`config.mk`:
```
export PLATFORM = sky130hd
export DESIGN_NAME = tcs_cycle_status
export DESIGN_NICKNAME = d
export VERILOG_FILES = /design/src/hdl/tcs_pkg.sv /design/src/hdl/tcs_cycle_status.sv
export VERILOG_INCLUDE_DIRS = /design/src /design/src/hdl
export SDC_FILE = /design/constraint.sdc
export NUM_CORES = 1
export LEC_CHECK = 0
export ABC_AREA = 0
export ABC_CLOCK_PERIOD_IN_PS = 1950
export BUFFER_PORTS_ARGS = -buffer_cell sky130_fd_sc_hd__buf_2
export CORE_AREA = 2 2 134 136
export DETAILED_ROUTE_END_ITERATION = 8
export DIE_AREA = 0 0 136 138
export PLACE_DENSITY_LB_ADDON = 0.25
export SLEW_MARGIN = 20
export SYNTH_ARGS = -nofsm -noshare
export SYNTH_HDL_FRONTEND = slang
export SYNTH_SLANG_ARGS = --single-unit
```
`constraint.sdc`:
```
create_clock -name i_clk_sys -period 1.95 [get_ports i_clk_sys]
set_input_delay 0.39 -clock i_clk_sys [delete_from_list [all_inputs] [get_ports i_clk_sys]]
set_output_delay 0.39 -clock i_clk_sys [all_outputs]
set_load 0.02 [all_outputs]
```
`src/hdl/tcs_map.svh`:
```
// Register offsets, field positions, reset values for the cycle status block.
// Behaviour
// - Upper status bits fifteen to eight read zero.
// - Channel six bits seven-four show count direction.
// - Channel seven direction bits always read zero.
// - Non-complementary mode: flag sets on cycle match.
// - Complementary mode: flag sets at zero counting down.
// - Flag clears by read-at-one then write-zero.
// - Writes only clear flags; direction ignores writes.
`ifndef TCS_MAP_SVH
`define TCS_MAP_SVH
`define TCS_OFF_STAT6   8'h00
`define TCS_OFF_STAT7   8'h04
`define TCS_OFF_IRQ_ST  8'h08
`define TCS_OFF_IRQ_MSK 8'h0C
`define TCS_OFF_MODE    8'h10
`define TCS_DIR_LSB     4
`define TCS_FLAG_LSB    0
`define TCS_STAT_RESET  16'h0000
`define TCS_IRQ_RESET   8'h00
`define TCS_ZERO_CNT    16'h0000
`endif

```
`src/hdl/tcs_pkg.sv`:
```
// Types shared by the cycle status block.
package tcs_pkg;
  // One sub-counter's view: count, period value and direction.
  typedef struct packed {
    logic [15:0] count;
    logic [15:0] period;
    logic        down;
  } tcs_sub_t;
  // Wishbone request as a bundle.
  typedef struct packed {
    logic        cyc;
    logic        stb;
    logic        we;
    logic [7:0]  adr;
    logic [3:0]  sel;
    logic [31:0] dat;
  } tcs_wb_req_t;
endpackage : tcs_pkg

```
`src/hdl/tcs_cycle_status.sv`:
```
// Cycle status registers for timer channels six and seven with Wishbone.
//
// Decided for this implementation: the Wishbone register port and the register offsets.
`timescale 1ns/1ps
`default_nettype none
`include "tcs_map.svh"
module tcs_cycle_status
  import tcs_pkg::*;
#(
  parameter int NSUB = 4
) (
  input  wire logic              i_clk_sys,
  input  wire logic              i_resetn,
  input  wire tcs_wb_req_t       i_wb,
  output logic [31:0]            o_wb_dat,
  output logic                   o_wb_ack,
  input  wire tcs_sub_t [NSUB-1:0] i_ch6,
  input  wire tcs_sub_t [NSUB-1:0] i_ch7,
  output logic                   o_irq
);

  // Flags of both channels, mode select, interrupt status and mask.
  logic [NSUB-1:0] flag6_ff;
  logic [NSUB-1:0] flag7_ff;
  logic [NSUB-1:0] armed6_ff;         // Flag seen at one by a read.
  logic [NSUB-1:0] armed7_ff;
  logic            comp_mode_ff;      // One selects complementary mode.
  logic [7:0]      irq_st_ff;
  logic [7:0]      irq_msk_ff;
  logic            ack_ff;
  logic [31:0]     rdat_ff;
  logic [NSUB-1:0] set6;
  logic [NSUB-1:0] set7;
  logic [NSUB-1:0] clr6;
  logic [NSUB-1:0] clr7;
  logic            acc;
  logic            wr;
  logic            rd;
  logic [15:0]     stat6;
  logic [15:0]     stat7;
  logic [31:0]     nxt_rdat;

  // A request is answered one cycle after it appears; ack then drops.
  assign acc = i_wb.cyc && i_wb.stb && !ack_ff;
  assign wr  = acc && i_wb.we && i_wb.sel[0];
  assign rd  = acc && !i_wb.we;

  // Set conditions per sub-counter, one generate loop.
  genvar g;
  generate
    for (g = 0; g < NSUB; g++) begin : g_set
      // Complementary mode keys both channels on the channel-six counter.
      assign set6[g] = comp_mode_ff ?
        (i_ch6[g].down && i_ch6[g].count == `TCS_ZERO_CNT) :
        (i_ch6[g].count == i_ch6[g].period);
      assign set7[g] = comp_mode_ff ?
        (i_ch6[g].down && i_ch6[g].count == `TCS_ZERO_CNT) :
        (i_ch7[g].count == i_ch7[g].period);
      // Only an armed bit written with zero clears; ones are ignored.
      assign clr6[g] = armed6_ff[g] && !i_wb.dat[g] &&
                       wr && i_wb.adr == `TCS_OFF_STAT6;
      assign clr7[g] = armed7_ff[g] && !i_wb.dat[g] &&
                       wr && i_wb.adr == `TCS_OFF_STAT7;
    end
  endgenerate

  // Status words; upper byte zero, channel seven direction zero.
  always_comb begin
    stat6 = `TCS_STAT_RESET;
    stat7 = `TCS_STAT_RESET;
    for (int i = 0; i < NSUB; i++) begin
      stat6[`TCS_DIR_LSB + i] = i_ch6[i].down;
    end
    stat6[NSUB-1:0] = flag6_ff;
    stat7[NSUB-1:0] = flag7_ff;
  end

  // Flags: set wins over clear so a match is never lost.
  always_ff @(posedge i_clk_sys or negedge i_resetn) begin
    if (!i_resetn) begin
      flag6_ff <= '0;
      flag7_ff <= '0;
    end else begin
      flag6_ff <= set6 | (flag6_ff & ~clr6);
      flag7_ff <= set7 | (flag7_ff & ~clr7);
    end
  end

  // No channel seven flag drops unless its armed zero write clears it.
  property p_hold7;
    @(posedge i_clk_sys) disable iff (!i_resetn)
      ((flag7_ff & ~clr7) != '0)
      |=> (flag7_ff & $past(flag7_ff & ~clr7)) == $past(flag7_ff & ~clr7);
  endproperty
  a_hold7: assert property (p_hold7)
    else $error("channel seven flag dropped without a clearing write");

  // Per sub-counter checks of the set conditions, one copy per bit.
  // The single-bit checks further down pin one index each; these watch
  // every index, so a crossed wire in the set loop is caught as well, except in channel seven's own period match.
  generate
    for (g = 0; g < NSUB; g++) begin : g_chk
      // Outside complementary mode a channel six match sets its flag.
      property p_match6;
        @(posedge i_clk_sys) disable iff (!i_resetn)
          (!comp_mode_ff && i_ch6[g].count == i_ch6[g].period)
          |=> flag6_ff[g];
      endproperty
      a_match6: assert property (p_match6)
        else $error("channel six match did not set its flag");

      // Complementary mode never sets a flag while channel six counts up.
      property p_no_up_zero;
        @(posedge i_clk_sys) disable iff (!i_resetn)
          (comp_mode_ff && !i_ch6[g].down && !flag6_ff[g])
          |=> !flag6_ff[g];
      endproperty
      a_no_up_zero: assert property (p_no_up_zero)
        else $error("flag set while counting up in complementary mode");

      // In complementary mode channel seven ignores its own period match.
      property p_comp7_key;
        @(posedge i_clk_sys) disable iff (!i_resetn)
          (comp_mode_ff && !flag7_ff[g] &&
           !(i_ch6[g].down && i_ch6[g].count == `TCS_ZERO_CNT))
          |=> !flag7_ff[g];
      endproperty
      a_comp7_key: assert property (p_comp7_key)
        else $error("channel seven flag set without the channel six key");
    end
  endgenerate

  // Arming: a read that sees a flag at one enables its later clear.
  // A bit that drops to zero disarms, so a stale read cannot clear a
  // fresh event.
  always_ff @(posedge i_clk_sys or negedge i_resetn) begin
    if (!i_resetn) begin
      armed6_ff <= '0;
      armed7_ff <= '0;
    end else begin
      if (rd && i_wb.adr == `TCS_OFF_STAT6) begin
        armed6_ff <= flag6_ff;
      end else begin
        armed6_ff <= armed6_ff & flag6_ff & ~clr6;
      end
      if (rd && i_wb.adr == `TCS_OFF_STAT7) begin
        armed7_ff <= flag7_ff;
      end else begin
        armed7_ff <= armed7_ff & flag7_ff & ~clr7;
      end
    end
  end

  // A status read arms exactly the flags that it saw at one.
  property p_arm;
    @(posedge i_clk_sys) disable iff (!i_resetn)
      (rd && i_wb.adr == `TCS_OFF_STAT6) |=> armed6_ff == $past(flag6_ff);
  endproperty
  a_arm: assert property (p_arm)
    else $error("status read did not arm the flags it saw");

  // Mode and interrupt mask registers.
  always_ff @(posedge i_clk_sys or negedge i_resetn) begin
    if (!i_resetn) begin
      comp_mode_ff <= 1'b0;
      irq_msk_ff   <= `TCS_IRQ_RESET;
    end else if (wr) begin
      if (i_wb.adr == `TCS_OFF_MODE) begin
        comp_mode_ff <= i_wb.dat[0];
      end
      if (i_wb.adr == `TCS_OFF_IRQ_MSK) begin
        irq_msk_ff <= i_wb.dat[7:0];
      end
    end
  end

  // A mode write with the low lane selected loads bit zero.
  property p_mode_wr;
    @(posedge i_clk_sys) disable iff (!i_resetn)
      (wr && i_wb.adr == `TCS_OFF_MODE)
      |=> comp_mode_ff == $past(i_wb.dat[0]);
  endproperty
  a_mode_wr: assert property (p_mode_wr)
    else $error("mode write not taken");

  // Without the low byte lane a write leaves mode and mask alone.
  property p_sel_gate;
    @(posedge i_clk_sys) disable iff (!i_resetn)
      (acc && i_wb.we && !i_wb.sel[0])
      |=> $stable(comp_mode_ff) && $stable(irq_msk_ff);
  endproperty
  a_sel_gate: assert property (p_sel_gate)
    else $error("write without low lane changed a register");

  // Interrupt status: low nibble channel six, high nibble seven.
  // Write one to clear; a new event in the same cycle wins.
  always_ff @(posedge i_clk_sys or negedge i_resetn) begin
    if (!i_resetn) begin
      irq_st_ff <= `TCS_IRQ_RESET;
    end else if (wr && i_wb.adr == `TCS_OFF_IRQ_ST) begin
      irq_st_ff <= {set7, set6} | (irq_st_ff & ~i_wb.dat[7:0]);
    end else begin
      irq_st_ff <= {set7, set6} | irq_st_ff;
    end
  end

  // The status word packs both channels as two nibbles, so it only fits
  // while NSUB keeps its default of four sub-counters.
  // Every cycle-match event lands in the sticky interrupt status.
  property p_irq_sticky;
    @(posedge i_clk_sys) disable iff (!i_resetn)
      ({set7, set6} != '0)
      |=> (irq_st_ff & $past({set7, set6})) == $past({set7, set6});
  endproperty
  a_irq_sticky: assert property (p_irq_sticky)
    else $error("event missing from interrupt status");

  // Writing one clears a status bit when its event is quiet.
  property p_irq_w1c;
    @(posedge i_clk_sys) disable iff (!i_resetn)
      (wr && i_wb.adr == `TCS_OFF_IRQ_ST && i_wb.dat[4] && !set7[0])
      |=> !irq_st_ff[4];
  endproperty
  a_irq_w1c: assert property (p_irq_w1c)
    else $error("interrupt status bit did not clear");

  // Read mux; unmapped addresses read zero and are still acknowledged.
  always_comb begin
    nxt_rdat = 32'h0000_0000;
    unique case (i_wb.adr)
      `TCS_OFF_STAT6:   nxt_rdat = {16'h0000, stat6};
      `TCS_OFF_STAT7:   nxt_rdat = {16'h0000, stat7};
      `TCS_OFF_IRQ_ST:  nxt_rdat = {24'h000000, irq_st_ff};
      `TCS_OFF_IRQ_MSK: nxt_rdat = {24'h000000, irq_msk_ff};
      `TCS_OFF_MODE:    nxt_rdat = {31'h0, comp_mode_ff};
      default:          nxt_rdat = 32'h0000_0000;
    endcase
  end

  // Ack and read data registers.
  always_ff @(posedge i_clk_sys or negedge i_resetn) begin
    if (!i_resetn) begin
      ack_ff  <= 1'b0;
      rdat_ff <= 32'h0000_0000;
    end else begin
      ack_ff <= acc;
      if (rd) begin
        rdat_ff <= nxt_rdat;
      end
    end
  end

  assign o_wb_ack = ack_ff;
  assign o_wb_dat = rdat_ff;
  assign o_irq    = |(irq_st_ff & irq_msk_ff);

  // Flags never drop without a zero write to an armed bit.
  property p_no_spont_clr;
    @(posedge i_clk_sys) disable iff (!i_resetn)
      (flag6_ff[0] && !clr6[0]) |=> flag6_ff[0];
  endproperty
  a_no_spont_clr: assert property (p_no_spont_clr)
    else $error("flag cleared without valid write");

  // Set beats clear on every bit of both channels.
  property p_set_wins;
    @(posedge i_clk_sys) disable iff (!i_resetn)
      ((set6 & clr6) != '0 || (set7 & clr7) != '0)
      |=> (flag6_ff & $past(set6 & clr6)) == $past(set6 & clr6)
          && (flag7_ff & $past(set7 & clr7)) == $past(set7 & clr7);
  endproperty
  a_set_wins: assert property (p_set_wins)
    else $error("event lost under clear");

  // Match in non-complementary mode sets the flag next cycle.
  property p_match_set;
    @(posedge i_clk_sys) disable iff (!i_resetn)
      (!comp_mode_ff && i_ch7[2].count == i_ch7[2].period) |=> flag7_ff[2];
  endproperty
  a_match_set: assert property (p_match_set)
    else $error("cycle match did not set flag");

  // Complementary mode: down-count zero on channel six sets channel seven.
  property p_comp_set;
    @(posedge i_clk_sys) disable iff (!i_resetn)
      (comp_mode_ff && i_ch6[3].down && i_ch6[3].count == 16'h0000)
      |=> flag7_ff[3] && flag6_ff[3];
  endproperty
  a_comp_set: assert property (p_comp_set)
    else $error("complementary zero did not set flag");

  // Read data for channel seven never shows direction or upper bits.
  property p_stat7_zero;
    @(posedge i_clk_sys) disable iff (!i_resetn)
      (rd && i_wb.adr == `TCS_OFF_STAT7) |=> (rdat_ff[31:4] == 28'h0000000);
  endproperty
  a_stat7_zero: assert property (p_stat7_zero)
    else $error("channel seven upper bits not zero");

  // Channel six read shows direction bits and zero upper byte.
  property p_stat6_dir;
    @(posedge i_clk_sys) disable iff (!i_resetn)
      (rd && i_wb.adr == `TCS_OFF_STAT6)
      |=> rdat_ff[7:4] == {$past(i_ch6[3].down), $past(i_ch6[2].down),
                           $past(i_ch6[1].down), $past(i_ch6[0].down)}
          && rdat_ff[31:8] == 24'h000000;
  endproperty
  a_stat6_dir: assert property (p_stat6_dir)
    else $error("direction bits wrong");

  // Reserved upper bits of either status word read as zero on the bus.
  property p_upper_zero;
    @(posedge i_clk_sys) disable iff (!i_resetn)
      (rd && (i_wb.adr == `TCS_OFF_STAT6 || i_wb.adr == `TCS_OFF_STAT7))
      |=> o_wb_dat[15:8] == 8'h00;
  endproperty
  a_upper_zero: assert property (p_upper_zero)
    else $error("reserved bits nonzero");

  // Writing one never clears a flag.
  property p_write_one;
    @(posedge i_clk_sys) disable iff (!i_resetn)
      (wr && i_wb.adr == `TCS_OFF_STAT6 && i_wb.dat[1] && flag6_ff[1])
      |=> flag6_ff[1];
  endproperty
  a_write_one: assert property (p_write_one)
    else $error("write of one cleared flag");

  // Unarmed zero write does not clear.
  property p_unarmed;
    @(posedge i_clk_sys) disable iff (!i_resetn)
      (!armed6_ff[2] && flag6_ff[2]) |=> flag6_ff[2];
  endproperty
  a_unarmed: assert property (p_unarmed)
    else $error("flag cleared without prior read");

  // Ack follows a request by exactly one cycle and lasts one cycle.
  property p_ack;
    @(posedge i_clk_sys) disable iff (!i_resetn)
      acc |=> o_wb_ack ##1 !o_wb_ack;
  endproperty
  a_ack: assert property (p_ack)
    else $error("ack timing wrong");

endmodule : tcs_cycle_status
`default_nettype wire

```
Word-level counts from Yosys, hierarchy flattened
Index checks and enable logic that the tools add are counted.
{ "op_classes": {"n_bitwise": 15, "n_reduce_logical": 50, "mux": 12, "eq_ne": 12} }
{ "op_table": {"columns": ["cell", "count"], "rows": [
  ["16-bit == test", 8],
  ["16-bit logical NOT", 4],
  ["8-bit case mux with 5 select lines", 1],
  ["1-bit logical AND", 36],
  ["4-bit bitwise AND", 6],
  ["8-bit bitwise AND", 2],
  ["8-bit by 4-bit == test with 1-bit output, second input constant", 2],
  ["8-bit OR", 2],
  ["8-bit by 3-bit == test with 1-bit output, second input constant", 1],
  ["8-bit by 5-bit == test with 1-bit output, second input constant", 1],
  ["8-bit logical NOT", 1],
  ["1-bit 2-to-1 mux", 8],
  ["4-bit 2-to-1 mux", 2],
  ["8-bit 2-to-1 mux", 1],
  ["4-bit NOT", 2],
  ["8-bit NOT", 1],
  ["4-bit OR", 2],
  ["8-bit OR reduction", 1],
  ["1-bit logical NOT", 6],
  ["2-bit AND reduction", 2]
]} }
{ "totals": {"register_bits": 66, "output_inout_bits": 34, "in_bits": 313, "elab_cells": 98} }

Depth between registers and ports, before layout
Gate-level depths: netlist of the first run.
{ "logic_depth": {"depth_word": 9, "depth_mapped": 6, "depth_no_buf": 5} }

Worst setup path before layout of the first run
Ideal clock, no wire load.
{ "synth_timing": {"kind": "input -> register", "startpoint": "in i_wb[43] (netlist name)", "endpoint": "reg irq_msk_ff[0]", "t_arrival_ns": 1.781, "setup_slack_ns": 0.044, "path_stages": 5, "required_time_ns": 1.825, "setup_time_ns": 0.125, "path_buffers": 1, "cell_sequence": "or4_4 -> nor3_4 -> and4_1 -> buf_4 -> mux2_2"} }
{ "synth_via": {"elab_chain_len": 2} }
{ "synth_rtl": {"columns": ["item", "line", "text"], "rows": [
  ["start: declaration", "tcs_cycle_status.sv:14", "input wire tcs_wb_req_t i_wb,"],
  ["8-bit by 4-bit == test with 1-bit output", null, null],
  ["2-bit AND reduction (no line)", null, null],
  ["end signal: assignment", "tcs_cycle_status.sv:166", "irq_msk_ff <= `TCS_IRQ_RESET;"],
  ["end signal: assignment", "tcs_cycle_status.sv:172", "irq_msk_ff <= i_wb.dat[7:0];"],
  ["end: declaration", "tcs_cycle_status.sv:29", "logic [7:0] irq_msk_ff;"]
]} }
No other way between the ends.
A chain may end at the register's enable or synchronous reset.

Worst setup path after layout of the first run
{ "layout_timing": {"startpoint": "in i_wb[43] (netlist name)", "endpoint": "reg irq_msk_ff[2]"} }
The elaborated chain is that of the path after synthesis.

==> impl_summary.md, run 1 <==
Placed design
The count of buffers added on input and output ports is 291. The congestion estimate from routability-driven global placement came to 0.801. Detailed placement ended at an HPWL of 10800 µm.

Global route
The overall track demand over capacity in global routing is 0.126. The aggregate global routing overflow is 0. The via count of the first global-routing pass is 3880.

The maximum number of pins on one net before global-route repair is 19. The wire length of the first global-routing pass is 19100 µm. The initial antenna violation count was 1.

Clock tree
Gates resized during post-CTS repair numbered 0. The CTS tree is built. The H-tree level count is 2.

The maximum clock path buffer count is 2. Clock tree synthesis selected as its root buffer the cell clkbuf_16. In this run the post-CTS setup repair buffer count came out at 0. Buffers inserted to repair hold after CTS numbered 0. Clock-pin slew was measured on the worst setup and hold paths at 60 ps. The clock insertion delay at the later pin of the skew report is 280 ps. In this run, CTS created clock tree buffers numbering 5. For this design, the sink count on the clock tree is 42.

Yosys
The synthesized-area fraction occupied by and/or/nand/nor cells is 0.189. In the post-synthesis netlist, the biggest area contributors are dfrtp_1 28%, xor2_1 23%, xnor2_1 7.6%, nor4_1 5.4%, buf_4 5.1%. After synthesis, the largest family of logic cells by area is XOR/XNOR gates. The per-instance average area after synthesis is 9.27 µm². Of the synthesized area, sequential elements account for 0.284. The cell area after synthesis is 3700 µm². The XOR/XNOR share of the synthesized area is 0.303.

The cell type contributing the most total cell area after synthesis is dfrtp_1. The multiplexer area fraction after synthesis is 0.0595. The post-synthesis register bit count is 42. For this run, the number of Yosys warnings is 0.

Counting distinct cell types in the post-synthesis netlist gives 36. The share of Yosys cell area claimed by the top area cell type is 0.284. The number of instances in the synthesized netlist is 399.

The synthesized-area fraction occupied by adder cells is 0. The post-synthesis compound-gate area fraction is 0.0886.

Worst setup path
The arrival time of the worst setup path is 1980 ps. At the worst endpoint, the required time is 2110 ps. The critical path goes through buf_2 > or4_4 > nor3_4 > and4_1 > buf_4 > mux2_2. The slowest cell on the critical path is or4_4. The kind of critical path is input pin to flip-flop. The biggest cell delay along the critical path is 550 ps. The worst reg-to-reg path cell count is 5.

The largest fanout on the critical path is 4. The worst setup path is launched from an input pin. The critical path starts at i_wb[43]. STA classifies the critical path endpoint as a flip-flop. The reg-to-reg startpoint is o_wb_ack.

STA
Dividing the final minimum period by the clock period gives 0.930. The clock arrives with 7.50 ps of skew. Hold is met by 57.0 ps. The final critical delay including setup and external delays is 1810 ps. The number of slew-limit violations in the final report is 0. Setup repair after global routing left no endpoint under its margin. Based on the critical path, the design can be clocked at up to 551 MHz.

The final-report hold violation count was 0. For the pin with the worst max-slew slack, the measured transition is 602 ps. Headroom to the max-slew limit came out at 0.599.

Setup violations remaining at the end of the flow were counted as 0.

Pwr
The leakage power of the design is 2.84 nW. The peak supply drop is 0.390 mV. The total power per unit cell area is 433 nW/µm². Power comes to 2.41 mW.

Cells and area
The most common library cell in the layout ignoring fill and taps is buf_2. The signed area change from the synthesized netlist to the final layout is 50.2%. The top cell types in the final layout, fill and taps aside, are 291 x buf_2, 96 x xor2_1, 42 x dfrtp_1. The layout cell share with drive strength beyond 1 is 0.467.

In the final design database the tool counted 1014 nets.

Floorplanning
The initial utilization of the core area, before any placement, comes to 0.211. The number of placement rows is 49. The vertical die dimension is 138 µm. The area of the core is 17500 µm². The die covers 18800 µm². The horizontal die dimension is 136 µm. Pin placement for this block handled 347 I/O pins.

Routing
The number of detailed-route iterations in the first pass is 4. The mean number of vias per cell is 4.18. The count of routing violations after the opening detailed-route iteration is 98.

In this run the remaining antenna-violating nets after routing total 0. The routed layout has 3900 vias. The routed length per placed instance is 13.2 µm. The routed design has 12300 µm of wire. The post-route DRC violation count is 0.

Worst hold path
The path category of the worst min-delay check is input pin to async pin.

Outcome
The flow ran to the end, and the final reports show no timing, DRC or antenna violations.

Run
Max-cap violations in this run came to 0.
## cell type report
class / count / area [µm²]
tap: 229 / 287
timing repair buffer: 303 / 1550
sequential: 42 / 1050
fill: 1943 / 12000
antenna: 1 / 2.50
multi-input combinational: 332 / 2460
inverter: 17 / 63.8
clock buffer: 7 / 143
clock inverter: 1 / 5.00
## sequential cells by signal, indices dropped and copies added, names as in the netlist
signal        flops
irq_msk_ff        8
irq_st_ff         8
o_wb_dat          8
armed6_ff         4
armed7_ff         4
flag6_ff          4
flag7_ff          4
comp_mode_ff      1
o_wb_ack          1
## report_power, final
group          internal, mW  switching (mW)  leakage [nW]
sequential            0.875         0.00280         0.586
combinational         0.360           0.334          2.18
clock                 0.508           0.328        0.0739
total                  1.74           0.664          2.84
## worst max-delay path, delay by kind of cell
family / cells / cell delay [ps]
buffers and inverters: 2 / 250
and+or+nand+nor: 3 / 1010
muxes: 1 / 330
## final timing paths
path                                      end  slack, ps
worst max register to register  irq_msk_ff[2]        150
worst max-delay path            irq_msk_ff[2]        140
worst min-delay path            irq_msk_ff[4]         60
max in group asynchronous         o_wb_dat[3]       1340
worst min register to register    o_wb_dat[0]        480
min in group i_clk_sys          irq_msk_ff[7]        360
## through the flow
| stage | cells | worst slack [ps] | utilization | TNS, ps | area (µm²) |
|---|---|---|---|---|---|
| floorplan | 422 | 44.0 | - | 0 | 3780 |
| global placement | 923 | -149 | 0.308 | -1860 | 5410 |
| detailed placement | 923 | -143 | 0.308 | -1880 | 5410 |
| CTS | 931 | 146 | 0.317 | 0 | 5550 |
| global route | 932 | 55.1 | 0.317 | 0 | 5560 |
| finish | 932 | 136 | 0.317 | 0 | 5560 |
## logic make-up (layout without fill, tap and decap cells)
logic type / count (synthesis) / after routing
AND/OR/NAND/NOR: 114 / 114
flip-flops: 42 / 42
AO/OA/AOI/OAI: 50 / 50
other: 1 / 25
XOR/XNOR: 128 / 128
buffers and inverters: 48 / 328
multiplexers: 16 / 16
## cells in the mapped netlist (all sizes together)
master and number:
nor2 3, clkbuf 4, o21ai 22, conb 1
or3 1, inv 17, dfrtp 42, xnor2 32
mux4 4, nand4 14, and3 4, a22o 7
nand4b 1, a31oi 1, or2 1, a21boi 8
nor2b 2, xor2 96, o31ai 8, or4 9
buf 27, mux2i 4, nor4 33, nand3 30
mux2 8, a22oi 4, nand3b 1, nor3 9
nand2 5, and4 1
## routing by layer
layer / global-route usage / vias to the layer above / routed length, µm
met3: 0.0147 / 12 / 712
met4: 0.0230 / 0 / 156
li1: - / 1992 / -
met1: 0.157 / 1750 / 5040
met2: 0.231 / 146 / 6420
met5: 0 / - / 0
No activity file was read; power rests on OpenSTA's default activity.
==> run 2, diff against run 1 <==
--- a/config.mk
+++ b/config.mk
@@ -6,12 +6,13 @@
 export SDC_FILE = /design/constraint.sdc
 export NUM_CORES = 1
 export LEC_CHECK = 0
-export ABC_AREA = 0
+export ABC_AREA = 1
 export ABC_CLOCK_PERIOD_IN_PS = 1950
 export BUFFER_PORTS_ARGS = -buffer_cell sky130_fd_sc_hd__buf_2
-export CORE_AREA = 2 2 134 136
+export CORE_AREA = 2 2 136 138
+export CTS_CLUSTER_DIAMETER = 120
 export DETAILED_ROUTE_END_ITERATION = 8
-export DIE_AREA = 0 0 136 138
+export DIE_AREA = 0 0 138 140
 export PLACE_DENSITY_LB_ADDON = 0.25
 export SLEW_MARGIN = 20
 export SYNTH_ARGS = -nofsm -noshare
==> run 2 against run 1 <==
Wire length is 27% higher. Die area is 2.9% higher. Via count is 53% higher. Clock power is 11% higher. Flip-flop and latch count stayed put. Highest routed layer unchanged. Non-clock buffer count is 6 lower.
==> impl_summary.md, run 2 <==
Outcome
The run finished with clean final reports.

Yosys
The cell area after synthesis is 4860 µm² (+31%). The number of library cell types mapped by synthesis is 24 (-33%). The dominant register cell in the synthesized netlist is dfrtp_1. The async set or reset register ratio after synthesis was 1.00 (unchanged). The total of warnings raised by yosys came to 0 (unchanged). The per-instance average area after synthesis came to 5.34 µm² (-42%). The number of enable flip-flop cells after synthesis was 0 (unchanged).

By instance count, the leading cell after synthesis is nand2_1. The number of instances in the synthesized netlist was 910 (+130%). Yosys attributes the largest share of cell area to nand2_1 27%, dfrtp_1 22%, inv_1 15%, nor2_1 9.0%, nand3_1 8.0%. The share of Yosys cell area claimed by the top area cell type is 0.269 (-0.0148).

The cell type contributing the most total cell area after synthesis is nand2_1. The post-synthesis register bit count is 42 (unchanged). The commonest cells after synthesis are 349 x nand2_1, 194 x inv_1, 117 x nor2_1. The post-synthesis sequential area ratio is 0.216 (-0.0681).

Worst setup path
STA classifies the critical path startpoint as a flip-flop. The reg-to-reg startpoint is o_wb_ack. The worst endpoint required time is 1560 ps (-550 ps).

The largest fanout on the critical path came to 3 (-1). The number of buffer and inverter instances along the worst setup path came to 2 (unchanged). The endpoint identified for the worst register-to-register timing path is irq_st_ff[6]. Grouping stages by cell kind, the critical path spends the most delay in flip-flops. The launch point of the critical path is irq_st_ff[5]. The slowest stage of the critical path is the dfrtp_1 cell.

The critical path endpoint category is a primary output. The worst reg-to-reg path cell count is 8 (+3). The critical path goes through nand2_1 > inv_1 > a221oi_1 > nand4_1 > buf_2.

The instance count on the critical path is 5 (-1). Following the worst setup path forward leads to its endpoint at o_irq. The arrival time of the worst setup path was 1360 ps (-620 ps). The biggest cell delay along the critical path is 400 ps (-150 ps). By startpoint and endpoint, the worst setup path is classified as flip-flop to primary output. The worst-case register-to-register setup slack is 550 ps (+400 ps).

Placed design
The placed cell area is 6530 µm² (+21%). The half-perimeter wire length after detailed placement is 13800 µm (+27%). The worst setup slack before clock tree synthesis came to 244 ps (+387 ps). The final weighted congestion in routability-driven placement came to 0.832 (+3.8%). The total instance count after detailed placement was 1430 (+55%). The count of input and output buffers is 291 (unchanged).

Global route
The aggregate global routing overflow was 0 (unchanged). The maximum number of pins on one net before global-route repair is 23 (+4). The initial antenna violation count came to 1 (unchanged).

The overall track demand over capacity in global routing is 0.155 (+0.0291). The wire length of the first global-routing pass was 24900 µm (+30%). The via count of the first global-routing pass is 5467 (+41%).

Routing
The post-detailed-route count of antenna-violating nets is 0 (unchanged). The routed length per placed instance is 10.9 µm (-18%). The post-route DRC violation count came to 0 (unchanged).

The via count came to 5955 (+53%). The number of detailed-route iterations in the first pass is 4 (unchanged). The mean number of vias per cell was 4.14 (-1.1%). The total wire length is 15700 µm (+27%).

The count of routing violations after the opening detailed-route iteration was 320 (+230%).

Floorplanning
The vertical die dimension is 140 µm (+1.4%). The area of the core came to 17800 µm² (+1.4%). The number of placement rows is 49 (unchanged).

The top-level port count is 347 (unchanged). The initial cell density of the core is 0.274 (+0.0626). The horizontal die dimension is 138 µm (+1.5%). The total die area is 19300 µm² (+2.9%).

Pwr
The leakage power of the design is 4.43 nW (+56%). The total power per unit cell area came to 399 nW/µm² (-7.9%). The peak supply drop is 0.298 mV (-24%).

STA
The final-report hold violation count is 0 (unchanged). The final critical delay including setup and external delays is 1750 ps (-64.4 ps). The worst-case headroom to the max-slew limit was 0.651 (+0.0520). The final worst setup slack is 201 ps (+64.4 ps). The maximum clock frequency was 572 MHz (+3.7%). The total negative slack was 0 ps (unchanged).

The fraction of the cycle the final worst path needs is 0.897 (-0.0330). The number of slew-limit violations in the final report is 0 (unchanged). The clock skew after layout came to 3.14 ps (-4.37 ps). The transition time at the pin with the least slew margin was 524 ps (-78.0 ps). The final setup violation count is 0 (unchanged). Setup repair after global routing left no endpoint under its margin.

Clock tree
The number of buffers added by the clock tree synthesis step is 5 (unchanged). The count of cells resized by post-cts repair is 0 (unchanged). The post-CTS setup buffer count is 0 (unchanged). The clock net sink count is 42 (unchanged).

TritonCTS built the clock tree. The cell chosen for the clock root is clkbuf_16. The maximum clock path buffer count is 2 (unchanged). The H-tree level count is 2 (unchanged). The hold buffer count at CTS came to 0 (unchanged).

The clock transition at the registers of the reported paths came to 60 ps (about the same). The clock insertion delay at the later pin of the skew report is 280 ps (about the same).

Cells and area
The final net count is 1521 (+50%). The most common library cell in the layout ignoring fill and taps is nand2_1. The final standard cell count with taps included and fillers excluded came to 1439 (+54%). The signed area change from the synthesized netlist to the final layout is 37.7%. In the layout the commonest cells are 349 x nand2_1, 291 x buf_2, 194 x inv_1.

The final design area excluding fillers is 6700 µm² (+21%). The layout cell share with drive strength beyond 1 is 0.265 (-0.203).

Worst hold path
The worst hold path belongs to the class input pin to async pin.

Run
The count of max-cap constraint violations was 0 (unchanged).
## run 2: cell types whose count changed in the layout (fill, tap and decap cells not counted), sizes merged, moves of 8 or more
cell    delta
a21oi      +8
nand3     +49
xor2      -96
nor2     +122
or4        -9
a21boi     -8
nor4      -29
o31ai      -8
nand2    +348
mux2       -8
inv      +180
## run 2: worst min path at each step
stage	from	end	slack [ps]	cells after the start
after CTS	i_resetn	armed6_ff[3]	100	1
after detailed placement	i_resetn	armed6_ff[3]	400	1
after global routing	i_resetn	armed6_ff[3]	120	1
after floorplan	i_resetn	armed6_ff[0]	90	0
after global placement	i_resetn	flag6_ff[3]	410	1
final	i_resetn	armed6_ff[3]	80	1
## run 2: cell families (layout without fill, tap and decap cells)
kind of cell / count (synthesis) / in the layout / synth area share
AOI/OAI and AO/OA: 29 / 29 / 0.0314
buffers and inverters: 226 / 502 / 0.197
other: 1 / 25 / 0.000771
DFF: 42 / 42 / 0.216
xor gates and xnor gates: 34 / 34 / 0.0612
and+or+nand+nor: 578 / 578 / 0.493
## run 2: metrics by stage
| step | power, mW | utilization | hold WS [ps] |
|---|---|---|---|
| floorplan | 1.36 | - | 94.4 |
| global placement | 1.75 | 0.367 | 405 |
| detailed placement | 1.76 | 0.367 | 399 |
| CTS | 2.71 | 0.376 | 99.2 |
| global route | 2.86 | 0.377 | 118 |
| finish | 2.67 | 0.377 | 77.6 |
## run 2: cell type report
| class | count | area [µm²] |
|---|---|---|
| Fill cell | 2033 | 11100 |
| Timing Repair Buffer | 297 | 1510 |
| Sequential cell | 42 | 1050 |
| Tap cell | 229 | 287 |
| Antenna cell | 1 | 2.50 |
| Clock buffer | 7 | 133 |
| Inverter | 197 | 739 |
| Multi-Input combinational cell | 665 | 2940 |
| Clock inverter | 1 | 30.0 |
## run 2: report_power, final
part	internal (mW)	total (mW)	leakage, nW	switching [mW]
clock network	0.605	0.929	0.0781	0.324
logic	0.397	0.856	3.78	0.459
registers	0.881	0.886	0.579	0.00572
## run 2: layer usage
| layer | GRT usage | wire length [µm] | vias to the layer above |
|---|---|---|---|
| li1 | - | - | 3229 |
| met1 | 0.186 | 6490 | 2506 |
| met2 | 0.286 | 7880 | 200 |
| met3 | 0.0260 | 979 | 20 |
| met4 | 0.0397 | 310 | 0 |
| met5 | 0 | 0 | - |
## run 2: worst register-to-register path, stage by stage (launching register included)
cell and delay, ps:
dfrtp_1 370, inv_1 60, nand3_2 100, nor2_4 120
inv_2 120, nor2_4 280, nand2_1 80, nand2_1 70
nand3_1 80
==> run 3, diff against run 2 <==
--- a/config.mk
+++ b/config.mk
@@ -9,10 +9,12 @@
 export ABC_AREA = 1
 export ABC_CLOCK_PERIOD_IN_PS = 1950
 export BUFFER_PORTS_ARGS = -buffer_cell sky130_fd_sc_hd__buf_2
-export CORE_AREA = 2 2 136 138
+export CELL_PAD_IN_SITES_DETAIL_PLACEMENT = 0
+export CELL_PAD_IN_SITES_GLOBAL_PLACEMENT = 1
+export CORE_ASPECT_RATIO = 1.2
+export CORE_UTILIZATION = 26
 export CTS_CLUSTER_DIAMETER = 120
 export DETAILED_ROUTE_END_ITERATION = 8
-export DIE_AREA = 0 0 138 140
 export PLACE_DENSITY_LB_ADDON = 0.25
 export SLEW_MARGIN = 20
 export SYNTH_ARGS = -nofsm -noshare
==> run 3 against run 2 <==
Fmax fell by 3.1%. Count of clock-buffer cells in the layout is the same. Clock skew increased by 1.8 ps. Non-clock buffer count grew 2. Critical endpoint unchanged.
==> impl_summary.md, run 3 (synthesized netlist as in run 2, its figures left out) <==
Worst setup path
The worst setup path is launched from a flip-flop. The end point of the critical path is o_irq. The critical path endpoint category is a primary output. The worst register-to-register path begins at comp_mode_ff. The worst reg-to-reg path cell count came to 5 (-3). The launch point of the critical path is irq_st_ff[5].

The largest fanout on the critical path is 3 (unchanged). The worst-case register-to-register setup slack was 400 ps (-150 ps). The setup path with the least slack is of type flip-flop to primary output. The worst endpoint required time was 1560 ps (about the same). The arrival time of the worst setup path was 1420 ps (+60 ps). The worst register-to-register path ends at flag6_ff[1].

Clock tree
The number of buffers added by the clock tree synthesis step was 5 (unchanged). TritonCTS built the clock tree. The clock insertion delay at the later pin of the skew report is 280 ps (about the same). The maximum clock path buffer count is 2 (unchanged). The count of cells resized by post-cts repair is 0 (unchanged). The clock transition at the registers of the reported paths came to 60 ps (about the same). The post-CTS setup buffer count is 0 (unchanged). CTS placed an instance of clkbuf_16 at the clock tree root. The H-tree level count is 2 (unchanged). The hold buffer count at CTS is 0 (unchanged). The clock net sink count came to 42 (unchanged).

Floorplanning
The horizontal die dimension came to 127 µm (-8.1%). The vertical die dimension is 152 µm (+8.4%). The top-level port count was 347 (unchanged). The area of the core is 18200 µm² (+2.6%). The total die area is 19300 µm² (-0.32%). The initial cell density of the core is 0.267 (-0.00694). The number of placement rows is 54 (+10%).

Pwr
The total power per unit cell area came to 378 nW/µm² (-5.3%). The peak supply drop is 0.296 mV (-0.89%). The power consumption is 2.52 mW (-5.6%). The leakage power of the design is 4.43 nW (about the same).

Global route
The initial antenna violation count is 1 (unchanged). The wire length of the first global-routing pass was 24700 µm (-0.50%). The maximum number of pins on one net before global-route repair is 22 (-4.3%). The aggregate global routing overflow came to 0 (unchanged). The overall track demand over capacity in global routing is 0.158 (+0.00311). The via count of the first global-routing pass came to 5503 (+0.66%).

Cells and area
The area used by multi-input combinational logic came to 2940 µm² (unchanged). The final design area excluding fillers is 6670 µm² (-0.32%). The filler cell count in the final layout is 2157 (+6.1%). The signed area change from the synthesized netlist to the final layout is 37.2%. The sequential cell area in the final layout was 1050 µm² (unchanged). In the layout the commonest cells are 349 x nand2_1, 291 x buf_2, 194 x inv_1. The final net count is 1523 (+0.13%). The layout cell share with drive strength beyond 1 was 0.265 (+0.000608). The most common library cell in the layout ignoring fill and taps is nand2_1.

STA
The clock skew after layout is 4.96 ps (+1.82 ps). The maximum clock frequency came to 554 MHz (-3.1%). The number of slew-limit violations in the final report is 0 (unchanged). The final critical delay including setup and external delays is 1810 ps (+56.4 ps). Setup repair after global routing left no endpoint under its margin. The final setup violation count came to 0 (unchanged). The total negative slack is 0 ps (unchanged). The fraction of the cycle the final worst path needs is 0.926 (+0.0289). The final-report hold violation count is 0 (unchanged).

Placed design
The count of input and output buffers was 291 (unchanged). The placed cell area came to 6540 µm² (+0.13%). The half-perimeter wire length after detailed placement came to 14000 µm (+1.9%). The final weighted congestion in routability-driven placement is 0.777 (-6.5%).

Outcome
The flow ran to the end, and the final reports show no timing, DRC or antenna violations.

Worst hold path
The path class of the tightest hold or removal check is input pin to async pin.

Routing
The detailed-route wire length on metal 1 is 6270 µm (-3.4%). The routed length per placed instance is 10.9 µm (+0.55%). The via count is 5916 (-0.65%). The number of detailed-route iterations in the first pass came to 4 (unchanged).

The mean number of vias per cell came to 4.12 (-0.38%). Signal routing reaches up to met4. The post-detailed-route count of antenna-violating nets is 0 (unchanged). The count of routing violations after the opening detailed-route iteration is 201 (-37%). The post-route DRC violation count was 0 (unchanged). The amount of wire on met2 after detailed routing came to 8410 µm (+6.6%). The met3 wire length is 997 µm (+1.8%).

The total wire length was 15700 µm (+0.27%).

Run
The count of max-cap constraint violations is 0 (unchanged).
==> run 3: cell types whose count changed in the layout (fill, tap and decap cells not counted) <==
cell and change:
bufinv_16 -1, buf_4 +2
==> run 3: area by class of cell <==
cell class	count	area share
clock buffer	7	0.0199
antenna	1	0.000375
timing repair buffer	299	0.229
sequential	42	0.157
tap	224	0.0420
inverter	197	0.111
multi-input combinational	665	0.440
==> run 3: how the worst min path moves through the flow <==
stage / from / to / slack [ps] / cells past startpoint
finish: i_resetn / o_wb_dat[7] / 3 / 1
global route: i_resetn / o_wb_dat[7] / 20 / 1
CTS: i_resetn / o_wb_dat[7] / 20 / 1
detailed placement: i_resetn / o_wb_dat[7] / 310 / 1
global placement: i_resetn / o_wb_dat[7] / 310 / 1
floorplan: i_resetn / armed6_ff[0] / 90 / 0
==> run 3: stage by stage <==
stage	util	cells	hold WS, ps	setup WS (ps)
CTS	0.366	1434	15.6	101
detailed placement	0.358	1427	312	300
finish	0.366	1435	3.50	144
global route	0.366	1434	23.3	39.8
global placement	0.358	1427	310	337
floorplan	-	933	94.4	573
==> run 3: metal layers <==
layer,track usage,up-vias
li1,-,3238
met1,0.176,2497
met4,0.00850,0
met5,0,-
met2,0.317,176
met3,0.0292,5
==> run 3: where the power goes <==
part | switching, mW | leakage [nW] | internal (mW)
registers | 0.00610 | 0.579 | 0.881
clock network | 0.313 | 0.0640 | 0.468
logic | 0.454 | 3.79 | 0.399
==> run 3: critical path, cell delays in order, from the launching register on <==
cell and delay [ps]:
dfrtp_1 400, nand2_1 70, inv_1 40, a221oi_1 280
nand4_1 150, buf_2 200
